### config.mk
export PLATFORM = sky130hd
export DESIGN_NAME = fps_sequencer
export DESIGN_NICKNAME = d
export VERILOG_FILES = /design/src/rtl/fps_sequencer_unused_placeholder_none.sv /design/src/rtl/fps_pkg.sv /design/src/rtl/fps_blk_buf.sv /design/src/rtl/fps_sequencer.sv
export SDC_FILE = /design/constraint.sdc
export NUM_CORES = 1
export LEC_CHECK = 0
export BUFFER_PORTS_ARGS = -buffer_cell sky130_fd_sc_hd__buf_2
export CORE_MARGIN = 10
export CORE_UTILIZATION = 54
export DETAILED_ROUTE_END_ITERATION = 10
export GPL_TIMING_DRIVEN = 0
export PLACE_DENSITY = 0.86
export SLEW_MARGIN = 20
export SYNTH_ARGS = -nofsm -noshare
export SYNTH_HDL_FRONTEND = slang
export SYNTH_SLANG_ARGS = --single-unit
### constraint.sdc
create_clock -name sys_clk -period 5 [get_ports sys_clk]
set_input_delay 0.25 -clock sys_clk [delete_from_list [all_inputs] [get_ports sys_clk]]
set_output_delay 0.25 -clock sys_clk [all_outputs]
set_load 0.02 [all_outputs]
### src/rtl/fps_sequencer_unused_placeholder_none.sv
// fps_sequencer_unused_placeholder_none: intentionally empty compile unit.
// assumes: nothing.

### src/rtl/fps_pkg.sv
// fps_pkg: constants, field positions and carrier types of the flash
// program/erase/security sequencer.
// assumes: 18-bit physical flash addresses, scratchpad above main memory.
package fps_pkg;

  ////////////////////////////////////////////////////////////////////////
  // address map
  localparam logic [17:0] SCR_BASE = 18'h2_0000;
  localparam logic [17:0] SCR_LAST = 18'h2_00ff;
  localparam logic [17:0] PAGE_MASK = 18'h3_fc00;
  localparam logic [17:0] SCR_PAGE_MASK = 18'h3_ff80;
  localparam logic [17:0] BLK4_MASK = 18'h3_fffc;
  localparam logic [17:0] BLK2_MASK = 18'h3_fffe;
  localparam logic [17:0] ALL_ONES = 18'h3_ffff;
  localparam logic [16:0] WEL_LARGE = 17'h1_fbfe;
  localparam logic [16:0] RDL_LARGE = 17'h1_fbff;
  localparam logic [16:0] WEL_SMALL = 17'h0_fffe;
  localparam logic [16:0] RDL_SMALL = 17'h0_ffff;
  localparam logic [16:0] RSV_BASE = 17'h1_fc00;
  localparam int unsigned LBLK_LSB = 14;
  localparam int unsigned LBLK_MSB = 16;
  localparam int unsigned FAL_LOW_BITS = 9;
  localparam logic [8:0] FAL_LOW = 9'h000;
  localparam logic [7:0] ERASED = 8'hff;
  localparam logic [31:0] ERASED_WORD = 32'hffff_ffff;
  localparam logic [7:0] SCR_HI_PAGE = 8'h00;

  ////////////////////////////////////////////////////////////////////////
  // control register fields and array command byte counts
  localparam int unsigned PSC_REDIRECT = 0;
  localparam int unsigned PSC_ERASE = 1;
  localparam int unsigned PSC_SCRATCH = 2;
  localparam int unsigned FSC_WE = 0;
  localparam int unsigned CCH_BLKW = 0;
  localparam int unsigned BANK_LSB = 4;
  localparam int unsigned BANK_MSB = 5;
  localparam logic [2:0] NB_ONE = 3'h1;
  localparam logic [2:0] NB_SCR = 3'h2;
  localparam logic [2:0] NB_CODE = 3'h4;

  ////////////////////////////////////////////////////////////////////////
  // types
  typedef enum logic [1:0] {
    ST_IDLE = 2'h1,
    ST_WAIT = 2'h2
  } fps_state_t;

  typedef enum logic [1:0] {
    ARR_READ = 2'h0,
    ARR_PROG = 2'h1,
    ARR_ERASE_PAGE = 2'h2,
    ARR_ERASE_ALL = 2'h3
  } fps_arr_op_t;

  typedef enum logic [1:0] {
    JT_READ = 2'h0,
    JT_WRITE = 2'h1,
    JT_ERASE = 2'h2
  } fps_jtag_op_t;

  typedef struct packed {
    logic wr;
    logic rd;
    logic [15:0] addr;
    logic [7:0] data;
  } fps_cpu_req_t;

  typedef struct packed {
    logic valid;
    fps_jtag_op_t op;
    logic [17:0] addr;
    logic [7:0] data;
  } fps_jtag_req_t;

  typedef struct packed {
    logic valid;
    logic [15:0] addr;
    logic [7:0] data;
  } fps_xram_t;

  typedef struct packed {
    logic valid;
    fps_arr_op_t op;
    logic [17:0] addr;
    logic [31:0] data;
    logic [2:0] nbytes;
  } fps_arr_cmd_t;

endpackage

### src/rtl/fps_blk_buf.sv
// fps_blk_buf: four-byte gather buffer for block programming.
// assumes: store and clear come from the sequencer on the same clock.
`timescale 1ns/1ps
`default_nettype none
module fps_blk_buf (
  input wire logic sys_clk,
  input wire logic rstn,
  input wire logic store,
  input wire logic clear,
  input wire logic [1:0] idx,
  input wire logic [7:0] data,
  output logic [31:0] word
);

  logic [31:0] next_word;

  // bytes never written stay erased, so a partial block leaves flash intact
  always_comb begin
    next_word = word;
    if (clear) begin
      next_word = fps_pkg::ERASED_WORD;
    end else if (store) begin
      next_word[idx*8 +: 8] = data;
    end
  end

  always_ff @(posedge sys_clk or negedge rstn) begin
    if (!rstn) begin
      word <= fps_pkg::ERASED_WORD;
    end else begin
      word <= next_word;
    end
  end

endmodule
`default_nettype wire

### src/rtl/fps_sequencer.sv
// fps_sequencer: flash program/erase sequencing and protection checks
// between cpu, jtag and the flash array.
// assumes: array acks every command after at least one cycle and times
// program/erase itself; all requesters run on sys_clk.
`timescale 1ns/1ps
`default_nettype none
module fps_sequencer #(
  parameter bit LARGE_MEM = 1'b1
) (
  input wire logic sys_clk,
  input wire logic rstn,
  input wire logic [7:0] program_store_control,
  input wire logic [7:0] flash_scale_control,
  input wire logic [7:0] cache_control,
  input wire logic [7:0] program_bank_select,
  input wire logic acl_wr,
  input wire logic [7:0] acl_wdata,
  input wire fps_pkg::fps_cpu_req_t cpu_req,
  input wire logic [16:0] cpu_pc,
  input wire fps_pkg::fps_jtag_req_t jtag_req,
  input wire logic arr_ack,
  input wire logic [7:0] arr_rdata,
  input wire logic [7:0] arr_wel,
  input wire logic [7:0] arr_rdl,
  output fps_pkg::fps_xram_t xram_wr,
  output fps_pkg::fps_arr_cmd_t arr_cmd,
  output logic cpu_rvalid,
  output logic [7:0] cpu_rdata,
  output logic cpu_refused,
  output logic jtag_done,
  output logic jtag_refused,
  output logic [7:0] jtag_rdata,
  output logic dbg_blocked,
  output logic flash_busy_flag,
  output logic [7:0] flash_access_limit
);

  ////////////////////////////////////////////////////////////////////////
  // decode

  logic redirect, erase_en, scr_en, sw_en, blkw;
  logic [1:0] upper_bank_select;
  logic [16:0] wel_a, rdl_a, access_limit_address;
  logic [17:0] cpu_pa, ja;
  logic cpu_scr, hi_code, fw_ok, rd_ok, lock_pg, blk_last;
  logic jscr, jlock_loc, jrd_ok, jwe_ok;
  logic [2:0] jblk;
  logic [1:0] bidx;
  logic [31:0] buf_word;
  logic buf_store, buf_clear;

  function automatic logic f_rsv(input logic [17:0] a);
    return LARGE_MEM && !a[17] && (a[16:0] >= fps_pkg::RSV_BASE);
  endfunction

  function automatic logic [17:0] f_page(input logic [17:0] a);
    return a[17] ? (a & fps_pkg::SCR_PAGE_MASK) : (a & fps_pkg::PAGE_MASK);
  endfunction

  always_comb begin
    redirect = program_store_control[fps_pkg::PSC_REDIRECT];
    erase_en = program_store_control[fps_pkg::PSC_ERASE];
    scr_en = program_store_control[fps_pkg::PSC_SCRATCH];
    sw_en = flash_scale_control[fps_pkg::FSC_WE];
    blkw = cache_control[fps_pkg::CCH_BLKW];
    upper_bank_select = program_bank_select[fps_pkg::BANK_MSB:fps_pkg::BANK_LSB];
    wel_a = LARGE_MEM ? fps_pkg::WEL_LARGE : fps_pkg::WEL_SMALL;
    rdl_a = LARGE_MEM ? fps_pkg::RDL_LARGE : fps_pkg::RDL_SMALL;
    access_limit_address = {flash_access_limit, fps_pkg::FAL_LOW};
    cpu_scr = scr_en && (cpu_req.addr[15:8] == fps_pkg::SCR_HI_PAGE);
    if (cpu_scr) begin
      cpu_pa = {fps_pkg::SCR_BASE[17:8], cpu_req.addr[7:0]};
    end else if (cpu_req.addr[15]) begin
      cpu_pa = {1'b0, upper_bank_select, cpu_req.addr[14:0]};
    end else begin
      cpu_pa = {3'b000, cpu_req.addr[14:0]};
    end
    hi_code = cpu_pc >= access_limit_address;
    // scratchpad sits above every limit, so it is never in the lower part
    rd_ok = !(hi_code && !cpu_pa[17] && (cpu_pa[16:0] < access_limit_address)) && !f_rsv(cpu_pa);
    fw_ok = sw_en && rd_ok;
    lock_pg = f_page(cpu_pa) == f_page({1'b0, wel_a});
    blk_last = &(cpu_pa | (cpu_scr ? fps_pkg::BLK2_MASK : fps_pkg::BLK4_MASK));
    bidx = cpu_scr ? {1'b0, cpu_pa[0]} : cpu_pa[1:0];
    ja = jtag_req.addr;
    jscr = ja[17];
    jblk = ja[fps_pkg::LBLK_MSB:fps_pkg::LBLK_LSB];
    jlock_loc = !jscr && ((ja[16:0] == wel_a) || (ja[16:0] == rdl_a));
    jrd_ok = !f_rsv(ja) && (jlock_loc || (jscr ? |arr_rdl : arr_rdl[jblk]));
    jwe_ok = !f_rsv(ja) && (jscr ? |arr_wel : arr_wel[jblk]);
  end

  fps_blk_buf u_blk_buf (
    .sys_clk(sys_clk),
    .rstn(rstn),
    .store(buf_store),
    .clear(buf_clear),
    .idx(bidx),
    .data(cpu_req.data),
    .word(buf_word)
  );

  ////////////////////////////////////////////////////////////////////////
  // sequencer

  fps_pkg::fps_state_t state, next_state;
  fps_pkg::fps_arr_cmd_t next_cmd;
  fps_pkg::fps_xram_t next_xram;
  logic src_jtag, next_src_jtag, op_rd, next_op_rd;
  logic next_busy, next_rvalid, next_cref, next_jdone, next_jref;
  logic [7:0] next_rdata, next_jrdata;
  logic iss, iss_j;
  fps_pkg::fps_arr_op_t iss_op;
  logic [17:0] iss_addr;
  logic [31:0] iss_data;
  logic [2:0] iss_n;

  always_comb begin
    next_state = state;
    next_src_jtag = src_jtag;
    next_op_rd = op_rd;
    next_cmd = '0;
    next_busy = flash_busy_flag;
    next_rvalid = 1'b0;
    next_rdata = cpu_rdata;
    next_cref = 1'b0;
    next_jdone = 1'b0;
    next_jref = 1'b0;
    next_jrdata = jtag_rdata;
    buf_store = 1'b0;
    buf_clear = 1'b0;
    iss = 1'b0;
    iss_j = 1'b0;
    iss_op = fps_pkg::ARR_READ;
    iss_addr = cpu_pa;
    iss_data = {24'h00_0000, cpu_req.data};
    iss_n = fps_pkg::NB_ONE;
    next_xram = '0;
    if (cpu_req.wr && !redirect) begin
      next_xram = '{valid: 1'b1, addr: cpu_req.addr, data: cpu_req.data};
    end
    case (state)
      fps_pkg::ST_IDLE: begin
        if (cpu_req.wr && redirect) begin
          if (fw_ok) begin
            if (erase_en) begin
              if (!lock_pg) begin
                iss = 1'b1;
                iss_op = fps_pkg::ARR_ERASE_PAGE;
                iss_addr = f_page(cpu_pa);
              end
            end else if (blkw) begin
              buf_store = 1'b1;
              if (blk_last) begin
                iss = 1'b1;
                buf_clear = 1'b1;
                iss_op = fps_pkg::ARR_PROG;
                iss_data = buf_word;
                iss_data[bidx*8 +: 8] = cpu_req.data;
                iss_addr = cpu_pa & (cpu_scr ? fps_pkg::BLK2_MASK : fps_pkg::BLK4_MASK);
                iss_n = cpu_scr ? fps_pkg::NB_SCR : fps_pkg::NB_CODE;
              end
            end else begin
              iss = 1'b1;
              iss_op = fps_pkg::ARR_PROG;
            end
          end
        end else if (cpu_req.rd) begin
          if (rd_ok) begin
            iss = 1'b1;
          end else begin
            next_rvalid = 1'b1;
            next_rdata = fps_pkg::ERASED;
            next_cref = 1'b1;
          end
        end else if (jtag_req.valid) begin
          iss_j = 1'b1;
          iss_addr = ja;
          iss_data = {24'h00_0000, jtag_req.data};
          case (jtag_req.op)
            fps_pkg::JT_READ: begin
              iss = jrd_ok;
            end
            fps_pkg::JT_WRITE: begin
              iss = jlock_loc || jwe_ok;
              iss_op = fps_pkg::ARR_PROG;
            end
            fps_pkg::JT_ERASE: begin
              iss = jlock_loc || jwe_ok;
              iss_op = jlock_loc ? fps_pkg::ARR_ERASE_ALL : fps_pkg::ARR_ERASE_PAGE;
              iss_addr = jlock_loc ? 18'h0_0000 : f_page(ja);
            end
            default: begin
              iss = 1'b0;
            end
          endcase
          if (!iss) begin
            next_jdone = 1'b1;
            next_jref = 1'b1;
            next_jrdata = fps_pkg::ERASED;
          end
        end
        // jtag losing to the cpu is refused, else the debugger would wait forever
        if (jtag_req.valid && !iss_j) begin
          next_jdone = 1'b1;
          next_jref = 1'b1;
        end
      end
      fps_pkg::ST_WAIT: begin
        // new cpu reads cannot be queued behind a running operation
        next_cref = cpu_req.rd;
        next_rvalid = cpu_req.rd;
        next_jdone = jtag_req.valid;
        next_jref = jtag_req.valid;
        if (arr_ack) begin
          next_state = fps_pkg::ST_IDLE;
          next_busy = 1'b0;
          if (src_jtag) begin
            next_jdone = 1'b1;
            next_jref = jtag_req.valid;
            next_jrdata = op_rd ? arr_rdata : jtag_rdata;
          end else if (op_rd) begin
            next_rvalid = 1'b1;
            next_rdata = arr_rdata;
          end
        end
      end
      default: begin
        next_state = fps_pkg::ST_IDLE;
        next_busy = 1'b0;
      end
    endcase
    if (iss) begin
      // one array command per block: block and byte cost the same time
      next_cmd = '{valid: 1'b1, op: iss_op, addr: iss_addr, data: iss_data, nbytes: iss_n};
      next_state = fps_pkg::ST_WAIT;
      next_src_jtag = iss_j;
      next_op_rd = iss_op == fps_pkg::ARR_READ;
      next_busy = iss_op != fps_pkg::ARR_READ;
    end
  end

  always_ff @(posedge sys_clk or negedge rstn) begin
    if (!rstn) begin
      state <= fps_pkg::ST_IDLE;
      src_jtag <= 1'b0;
      op_rd <= 1'b0;
      arr_cmd <= '0;
      xram_wr <= '0;
      flash_busy_flag <= 1'b0;
      cpu_rvalid <= 1'b0;
      cpu_rdata <= 8'h00;
      cpu_refused <= 1'b0;
      jtag_done <= 1'b0;
      jtag_refused <= 1'b0;
      jtag_rdata <= 8'h00;
    end else begin
      state <= next_state;
      src_jtag <= next_src_jtag;
      op_rd <= next_op_rd;
      arr_cmd <= next_cmd;
      xram_wr <= next_xram;
      flash_busy_flag <= next_busy;
      cpu_rvalid <= next_rvalid;
      cpu_rdata <= next_rdata;
      cpu_refused <= next_cref;
      jtag_done <= next_jdone;
      jtag_refused <= next_jref;
      jtag_rdata <= next_jrdata;
    end
  end

  ////////////////////////////////////////////////////////////////////////
  // access limit and debug lock

  logic acl_written, next_acl_written, next_dbg;
  logic [7:0] next_acl;

  always_comb begin
    next_acl = flash_access_limit;
    next_acl_written = acl_written;
    if (acl_wr && !acl_written) begin
      next_acl = acl_wdata;
      next_acl_written = 1'b1;
    end
    next_dbg = !arr_rdl[cpu_pc[fps_pkg::LBLK_MSB:fps_pkg::LBLK_LSB]];
  end

  always_ff @(posedge sys_clk or negedge rstn) begin
    if (!rstn) begin
      flash_access_limit <= 8'h00;
      acl_written <= 1'b0;
      dbg_blocked <= 1'b0;
    end else begin
      flash_access_limit <= next_acl;
      acl_written <= next_acl_written;
      dbg_blocked <= next_dbg;
    end
  end

  ////////////////////////////////////////////////////////////////////////
  // checks

  logic idle_wr;
  assign idle_wr = (state == fps_pkg::ST_IDLE) && cpu_req.wr && redirect && fw_ok;

  property p_page_erase;
    @(posedge sys_clk) disable iff (!rstn)
    arr_cmd.valid && arr_cmd.op == fps_pkg::ARR_ERASE_PAGE |->
      (arr_cmd.addr[17] ? (arr_cmd.addr[6:0] == 7'h00 && arr_cmd.addr <= fps_pkg::SCR_LAST)
                        : arr_cmd.addr[9:0] == 10'h000);
  endproperty
  a_page_erase: assert property (p_page_erase) else $error("erase not page aligned");

  property p_erase_start;
    @(posedge sys_clk) disable iff (!rstn)
    idle_wr && erase_en && !lock_pg |=> arr_cmd.valid && arr_cmd.op == fps_pkg::ARR_ERASE_PAGE ##1 flash_busy_flag;
  endproperty
  a_erase_start: assert property (p_erase_start) else $error("erase not started");

  property p_byte_prog;
    @(posedge sys_clk) disable iff (!rstn)
    idle_wr && !erase_en && !blkw |=> arr_cmd.valid && arr_cmd.nbytes == fps_pkg::NB_ONE
      && arr_cmd.data[7:0] == $past(cpu_req.data);
  endproperty
  a_byte_prog: assert property (p_byte_prog) else $error("byte program missing");

  property p_block_hold;
    @(posedge sys_clk) disable iff (!rstn)
    idle_wr && !erase_en && blkw && !blk_last |=> !arr_cmd.valid;
  endproperty
  a_block_hold: assert property (p_block_hold) else $error("block programmed early");

  property p_xram;
    @(posedge sys_clk) disable iff (!rstn)
    cpu_req.wr |=> (xram_wr.valid == !$past(redirect));
  endproperty
  a_xram: assert property (p_xram) else $error("write misrouted");

  property p_busy;
    @(posedge sys_clk) disable iff (!rstn)
    flash_busy_flag && !arr_ack |=> flash_busy_flag;
  endproperty
  a_busy: assert property (p_busy) else $error("busy dropped early");

  property p_acl_once;
    @(posedge sys_clk) disable iff (!rstn)
    acl_written && acl_wr |=> $stable(flash_access_limit);
  endproperty
  a_acl_once: assert property (p_acl_once) else $error("limit rewritten");

  property p_fw_no_lock_erase;
    @(posedge sys_clk) disable iff (!rstn)
    arr_cmd.valid && !src_jtag |-> arr_cmd.op != fps_pkg::ARR_ERASE_ALL
      && !(arr_cmd.op == fps_pkg::ARR_ERASE_PAGE && arr_cmd.addr == f_page({1'b0, wel_a}));
  endproperty
  a_fw_no_lock_erase: assert property (p_fw_no_lock_erase) else $error("firmware erased lock page");

  property p_jtag_full;
    @(posedge sys_clk) disable iff (!rstn)
    state == fps_pkg::ST_IDLE && !cpu_req.wr && !cpu_req.rd && jtag_req.valid
      && jtag_req.op == fps_pkg::JT_ERASE && jlock_loc |=> arr_cmd.op == fps_pkg::ARR_ERASE_ALL;
  endproperty
  a_jtag_full: assert property (p_jtag_full) else $error("full erase missing");

  c_block: cover property (@(posedge sys_clk) disable iff (!rstn)
    arr_cmd.valid && arr_cmd.nbytes == fps_pkg::NB_CODE);
  c_jtag_ref: cover property (@(posedge sys_clk) disable iff (!rstn) jtag_refused);
  c_erase_done: cover property (@(posedge sys_clk) disable iff (!rstn) flash_busy_flag ##1 !flash_busy_flag);

endmodule
`default_nettype wire

Word level (Yosys, flattened, before mapping)
Cells that the tools add are included.
{ "word_totals": {"regBits": 148, "latch_bits": 0, "ram_bits": 0, "rom_bits": 0, "output_inout_bits": 111, "wordCells": 214, "mem_count": 0} }
{ "op_classes": {"addsub": 1, "multipliers": 0, "n_div": 0, "n_lt_le_gt_ge": 6, "eq_ne": 19, "shift": 2, "muxes": 123, "bitwise_logic": 2, "n_reduce_logical": 39} }
{ "op_table": {"columns": ["cell", "count"], "rows": [
  ["$mux 32", 8],
  ["$mux 18", 14],
  ["$mux 8", 14],
  ["$mux 56", 1],
  ["$mux 1", 51],
  ["$eq 17x17->1 const B", 2],
  ["$ge 17x17->1 const B", 2],
  ["$neg 5->34", 1],
  ["$shift 8x34->32 const A", 1],
  ["$shiftx 8x34->32", 1],
  ["$bwmux 32", 1],
  ["$pmux 8 s2", 2],
  ["$mux 25", 1],
  ["$mux 2", 12],
  ["$ne 2x2->1 const B", 11],
  ["$mux 3", 7],
  ["$and 18x18->18", 1],
  ["$eq 18x17->1 const B", 1],
  ["$or 18x18->18", 1],
  ["$reduce_and 18->1", 1],
  ["$ge 17x17->1", 1],
  ["$lt 17x17->1", 1],
  ["$mux 17", 1],
  ["$reduce_or 8->1", 2],
  ["17 further kinds", 54]
]} }

Depth between registers and ports, before layout
Gate-level depths: netlist of the first run.
{ "depth": {"ltp_word": 16, "depth_mapped": 12, "mapped_depth_nobuf": 10} }

Modules after synthesis
From an unflattened synthesis of the first run, not the netlist that was laid out.
{ "unflattened": {"cells_unflattened": 631, "hier_area_um2": 7090.6} }
{ "by_module_without_submodules": {"columns": ["mod", "instances", "cells_per_inst", "area_per_inst_um2"], "rows": [
  ["fps_sequencer", 1, 546, 5739.3],
  ["fps_blk_buf", 1, 85, 1351.3]
]} }

Worst setup path before layout of the first run
OpenSTA, ideal clock, no wires.
{ "synth_timing": {"kind": "flip-flop to flip-flop", "start": "reg flash_access_limit[5]", "end": "reg arr_cmd[10] in the netlist's numbering", "setup_ns": 0.111, "t_arrival_ns": 2.559, "required_time_ns": 4.889, "setup_slack_ns": 2.329, "stages_incl_launch_ff": 12, "n_path_buf": 2, "synth_period_minus_slack_ns": 2.671, "cell_sequence": "dfrtp_1 > inv_1 > ha_1 > a211oi_1 > o221a_2 > o211ai_1 > o22ai_4 > and4_1 > clkbuf_1 > buf_4 > nor3_1 > a2111oi_2"} }
{ "synth_lines": {"columns": ["element", "line_no", "text"], "rows": [
  ["from (decl)", "fps_sequencer.sv:35", "output logic [7:0] flash_access_limit"],
  ["from (signal assigned)", "fps_sequencer.sv:295", "flash_access_limit <= next_acl;"],
  ["to (signal assigned)", "fps_sequencer.sv:261", "arr_cmd <= next_cmd;"],
  ["to (decl)", "fps_sequencer.sv:26", "output fps_pkg::fps_arr_cmd_t arr_cmd,"]
]} }

==> results.toml, run 1 <==
[status]
outcome = "completed"

[timing]
fin_worst_skew_ns = 0.0114
hold_viol = 0
min_period_ns = 3.34
fmax_ghz = 0.299
grt_setup_unrepaired = "no"
slew_violations = 0
fin_crit_sh = 0.668
setup_tns_ns = 0
setup_viol = 0
relSlewSlack = 0.366
tightest_slew_ns = 0.944
hold_ws_ns = 0.0371

[pwr]
irDropWorstVdd_v = 0.000298
seqPwrFrac = 0.399
clockPowerShare = 0.349
powerDensity_mw_per_mm2 = 429
power.share.switching = 0.301
power_switching_w = 0.00118
internal_power_w = 0.00273
p_comb_frac = 0.252
power.leakage_nw = 4.40

[routing]
routedWlPerCell_microns = 19.6
drcViolationCount = 0
via_per_inst = 5.70
routed_wl_microns = 21300
vias = 6224
ant_nets = 0
dr_wl_met2_microns = 10200
first_iter_violations = 523
maxUsedRoutingLayer = "met5"
route.met3.wl_microns = 2160
wl_met1_microns = 8280
drt_first_pass_iters = 6

[placement]
io_buffer_count = 222
dp_hpwl_microns = 16100
place.gp.congestion = 0.844
dp.cells = 1055

[worst_setup_path]
cp-end-kind = "flop"
critPathMaxFanout = 10
cp_data_required_time_ns = 5.26
critPathMaxStageDelay_ns = 0.52
crit_type = "reg -> reg"
cp_top_family = "simple AND/OR/NAND/NOR gates"
cp_num_buf_inv = 2
cp_cell_sequence = "ha_1 > nor4b_1 > nand3_1 > o31ai_1 > o22ai_4 > and4_1 > clkbuf_1 > nand2_1 > clkbuf_1 > a21oi_1"
crit_top_cell = "clkbuf_1"
critPathSlowestCell = "o31ai_1"
start_kind = "flop"
cp_data_arrival_time_ns = 3.61

[yosys]
async_flop_share = 1.00
ys.warnings.count = 0
netlist_area_sq_mm = 0.00709
yosys.area.top_type = "dfrtp_1"
synth_cells = 660
synth_flop_cell = "dfrtp_1"
syn-num-nets = 826
synth_compound_gate_area_share = 0.173
synth_seq_area_share = 0.528
syn_area_per_cell_sq_um = 10.7
synthTopCellsByArea = "dfrtp_1 (41%), dfstp_2 (12%), a21oi_1 (5.1%)"
synth_top_family_by_area = "compound AO/OA/AOI/OAI gates"
synth-edff-count = 0
synthMuxAreaShare = 0.0489
yosys.cell_types.count = 61
synth_xor_area_frac = 0
synth_fa_ha_area_frac = 0.0459
synth-simple-area-share = 0.166
synth.top_cell.area_share = 0.406
synth-seq-cells = 148

[clock_tree]
cts_buffer_depth = 2
cts_resized = 0
ctsRootBufferMaster = "clkbuf_16"
cts.sinks = 148
path_clk_slew_ns = 0.06
cts_tree = "built"
numCtsBuffers = 17
cts-htree-levels = 4
clock_latency_ns = 0.42

[final_layout]
fin_util = 0.717
fin_nets = 1069
area_delta_synth_final_pct = 28.7
layout-drive-gt1-share = 0.369
final_common_cell = "buf_2"
finalNonFillerCells = 1091
regArea_sq_mm = 0.00374
multi_input_area_sq_mm = 0.00308
fill_cells = 963
final_cell_mix = "buf_2 (225), dfrtp_1 (115), a21oi_1 (73)"

[global_routing]
antenna_found_initial = 4
grt_pass1_wl_microns = 33900
first_global_vias = 6379
grt_use_total = 0.236
grt_start_max_net_pins = 84
grt_overflow = 0

[run]
maxCapViolCount = 0

[floorplanning]
num_io_pins = 251
core.rowCount = 41
fp.dieH_microns = 135
coreArea_sq_mm = 0.0127
start_util = 0.558
die_area_sq_mm = 0.0181
die_width_microns = 135

[hold_path]
hp-class = "in -> reg"
==> worst paths after layout <==
| kind | startpoint | end | slack (ns) | cells after the start |
|---|---|---|---|---|
| max | flash_access_limit[0]$_DFFE_PN0P_ | arr_cmd[27]$_DFF_PN0_ | 1.66 | 10 |
| min | acl_wdata[3] | flash_access_limit[3]$_DFFE_PN0P_ | 0.04 | 3 |
| max reg2reg | flash_access_limit[0]$_DFFE_PN0P_ | arr_cmd[27]$_DFF_PN0_ | 1.66 | 10 |
| min reg2reg | u_blk_buf.word[2]$_DFFE_PN1P_ | u_blk_buf.word[2]$_DFFE_PN1P_ | 0.49 | 1 |
| max in group asynchronous | rstn | u_blk_buf.word[28]$_DFFE_PN1P_ | 3.86 | 3 |
| min in group asynchronous | rstn | xram_wr[17]$_DFF_PN0_ | 0.36 | 2 |
==> routing by layer <==
| layer | vias to the layer above | global-route usage |
|---|---|---|
| met5 | - | 0 |
| met4 | 2 | 0.102 |
| met3 | 48 | 0.0872 |
| met2 | 336 | 0.376 |
| met1 | 2995 | 0.280 |
| li1 | 2843 | - |
==> kinds of logic (layout without fill, tap and decap cells) <==
logic type	after synthesis	count (layout)
simple gates	219	219
compound gates	178	178
flops	148	148
buf+inv	63	319
fa+ha+maj	26	26
mux	26	26
other cells	0	3
==> sequential cells by signal, summed over array words and instances, names as in the netlist <==
register,count
arr_cmd,56
flash_busy_flag,1
cpu_rvalid,1
cpu_refused,1
jtag_refused,1
src_jtag,1
xram_wr,25
flash_access_limit,8
jtag_rdata,8
op_rd,1
dbg_blocked,1
u_blk_buf.word,32
acl_written,1
jtag_done,1
state,2
cpu_rdata,8
==> worst reg2reg max path: stages (launching register included) <==
cell	delay, ns
dfrtp_1	0.42
ha_1	0.28
nor4b_1	0.33
nand3_1	0.12
o31ai_1	0.52
o22ai_4	0.21
and4_1	0.24
clkbuf_1	0.18
nand2_1	0.29
clkbuf_1	0.45
a21oi_1	0.15
==> through the flow <==
stage	power [W]	setup slack (ns)	cell area, sq um
after detailed placement	0.00256	1.81	8460
after global placement	0.00252	1.66	8420
after floorplan	0.00219	2.33	7090
after global routing	0.00410	1.45	9130
after CTS	0.00393	1.73	9120
final	0.00391	1.66	9130
==> timing repair <==
item                                   4_1_cts  5_1_grt
endpoints found under the hold margin       59        0
buffers inserted                             0        0
hold buffers                                 1        0
==> Yosys cell counts (4+ instances only) <==
master,count
a32oi_1,7
inv_1,24
mux4_2,5
a2111oi_2,8
o211ai_1,5
o21ai_0,18
mux2_2,19
nor4b_1,4
buf_2,4
o21a_1,5
nand2_1,53
or4_1,4
dfrtp_1,115
nand2b_1,44
a22oi_1,6
clkbuf_1,29
nor3_1,11
a21oi_1,73
o2bb2ai_1,8
nor2_1,37
a31oi_1,4
and2_1,28
ha_1,26
a21o_1,25
dfstp_2,33
nand4_1,8
nand3_1,11
==> power groups by stage <==
stage	clock (W)	combinational (W)	sequential, W
after global placement	0	0.000953	0.00157
after global routing	0.00144	0.00108	0.00159
after floorplan	0	0.000490	0.00170
after CTS	0.00138	0.000991	0.00156
final	0.00137	0.000985	0.00156
after detailed placement	0	0.000981	0.00158
==> cell type report <==
class,count,area share
diodes,3,0.000822
inverters,24,0.00987
repair buffers,224,0.127
well taps,172,0.0236
multi-input cells,449,0.338
clock buffers,22,0.0520
flip-flops and latches,148,0.410
clock inverters,10,0.0188
plain buffers,39,0.0199
Power figures use the tool's default switching activity.
==> run 2: changes to the inputs <==
Settings changed: CORE_UTILIZATION 54 to 50, PLACE_DENSITY 0.86 to 0.8.
Clock period 5 ns to 3.2 ns, I/O delays scaled along.
==> run 2 against run 1 <==
Die area grew 6.8%; sequential cell count did not move; sequential power up 56%; via count rose by 0.85%; hold slack got worse by 0.016 ns; wire length rose by 2.2%; combinational power increased by 58%; first-iteration DRC count shrank 3.6%; register-to-register slack got worse by 1.4 ns; global-route usage down 1.5 points; critical path type is now in -> reg; critical endpoint is now arr_cmd[9]$_DFF_PN0_.
==> results.toml, run 2 (synthesized netlist as in run 1, its figures left out) <==
[status]
outcome = "completed"

[pwr]
power_w = 0.00593
irDropWorstVdd_v = 0.000369
powerDensity_mw_per_mm2 = 636
power.leakage_nw = 4.47

[routing]
routedWlPerCell_microns = 19.4
drcViolationCount = 0
vias = 6277
via_per_inst = 5.59
first_iter_violations = 504
drt_first_pass_iters = 5
routed_wl_microns = 21800
ant_nets = 0

[global_routing]
first_global_vias = 6495
grt_use_total = 0.221
grt_overflow = 0
grt_start_max_net_pins = 79
grt_pass1_wl_microns = 34600
antenna_found_initial = 3

[worst_setup_path]
cp_data_required_time_ns = 3.50
start_kind = "input port"
critPathMaxFanout = 10
cp_num_buf_inv = 3
cp_cell_sequence = "dlygate4sd3_1 > buf_2 > and2_1 > ha_1 > nand4_1 > a21oi_1 > a211oi_2 > o22ai_4 > and4_1 > buf_4 > nor3_1 > a2111oi_2"
cp-end-kind = "flop"
cp_data_arrival_time_ns = 3.30
cp_top_family = "compound AO/OA/AOI/OAI gates"
critPathMaxStageDelay_ns = 0.54
crit_type = "in -> reg"
critPathSlowestCell = "dlygate4sd3_1"

[timing]
min_period_ns = 3.00
hold_viol = 0
tightest_slew_ns = 0.972
fmax_ghz = 0.333
relSlewSlack = 0.347
fin_worst_skew_ns = 0.00801
hold_ws_ns = 0.0213
slew_violations = 0
setup_viol = 0
fin_crit_sh = 0.937

[clock_tree]
cts.sinks = 148
cts_buffer_depth = 2
cts-htree-levels = 4
postCtsSetupRepairBufs = 0
ctsRootBufferMaster = "clkbuf_16"
numCtsBuffers = 17
clock_latency_ns = 0.43
cts_tree = "built"
path_clk_slew_ns = 0.06

[hold_path]
hp-class = "in -> reg"

[placement]
dp_hpwl_microns = 16200
place.gp.congestion = 0.892
io_buffer_count = 222
placed_cell_area_sq_mm = 0.00847
dp.cells = 1063

[floorplanning]
fp.dieH_microns = 139
num_io_pins = 251
coreArea_sq_mm = 0.0139
die_width_microns = 139
core.rowCount = 43
die_area_sq_mm = 0.0194
start_util = 0.511

[final_layout]
area_delta_synth_final_pct = 31.4
final_common_cell = "buf_2"
largest_reg_flops = 56
final_cell_mix = "buf_2 (225), dfrtp_1 (115), a21oi_1 (73)"
fill_cells = 1077
fin_nets = 1092
largest-register = "arr_cmd"
fin_util = 0.671
layout-drive-gt1-share = 0.364
finalNonFillerCells = 1123
design_area_sq_mm = 0.00932
top_regs = "arr_cmd x56, u_blk_buf.word x32, xram_wr x25"

[run]
maxCapViolCount = 0
run 2: cell types whose count changed in the layout (fill, tap and decap cells not counted), sizes merged:
cell,before,now
dlygate4sd3,1,26
clkbuf,51,47
bufinv,4,1
clkinvlp,1,3
inv,25,27
clkinv,4,5
diode,3,4
run 2: final timing paths:
check | from | to | slack [ns] | depth (start not counted)
worst max-delay path | cpu_req[23] | arr_cmd[9]$_DFF_PN0_ | 0.20 | 12
worst min register to register | acl_written$_DFFE_PN0P_ | acl_written$_DFFE_PN0P_ | 0.47 | 1
worst min-delay path | cpu_req[16] | xram_wr[16]$_DFF_PN0_ | 0.02 | 2
max in group asynchronous | rstn | u_blk_buf.word[11]$_DFFE_PN1P_ | 2.14 | 3
min in group asynchronous | rstn | arr_cmd[40]$_DFF_PN0_ | 0.29 | 2
worst max register to register | flash_access_limit[0]$_DFFE_PN0P_ | cpu_rdata[5]$_DFFE_PN0P_ | 0.22 | 8
run 2: worst reg2reg max path: cells and delay by family (launching register included):
family | cells | cell delay (ns)
DFF | 1 | 0.43
and+or+nand+nor | 2 | 0.39
muxes | 1 | 0.40
adders and majority gates | 1 | 0.29
AOI/OAI and AO/OA | 4 | 1.37
run 2: area by class of cell:
class	instances	area, sq um	share of cell area
Antenna cell	4	10.0	0.00107
Buffer	37	176	0.0189
Clock buffer	20	457	0.0490
Clock inverter	12	121	0.0130
Inverter	24	90.1	0.00967
Multi-Input combinational cell	449	3090	0.331
Sequential cell	148	3740	0.402
Tap cell	180	225	0.0242
Timing Repair Buffer	249	1410	0.151
run 2: stage by stage:
step                TNS [ns]  setup WS, ns
floorplan                  0         0.529
global placement       -7.76       -0.0759
detailed placement   -0.0105      -0.00621
CTS                        0         0.127
global route        -0.00243      -0.00243
finish                     0         0.200
run 2: where the power goes:
group | switching (W) | internal [W]
Combinational | 0.000925 | 0.000630
Sequential | 0.000157 | 0.00228
Clock | 0.000807 | 0.00112
run 2: repair_timing:
item	CTS	global route
gates resized for setup	2	1
endpoints found under the hold margin	90	0
hold buffers	26	0
setup endpoints to repair	9	22
run 2: layer usage:
metal  vias to the layer above  track usage  part of all wire
li1                       2887            -                 -
met1                      3085        0.263              0.40
met2                       258        0.359              0.49
met3                        45       0.0791             0.090
met4                         2       0.0857             0.020
met5                         -            0           0.00032
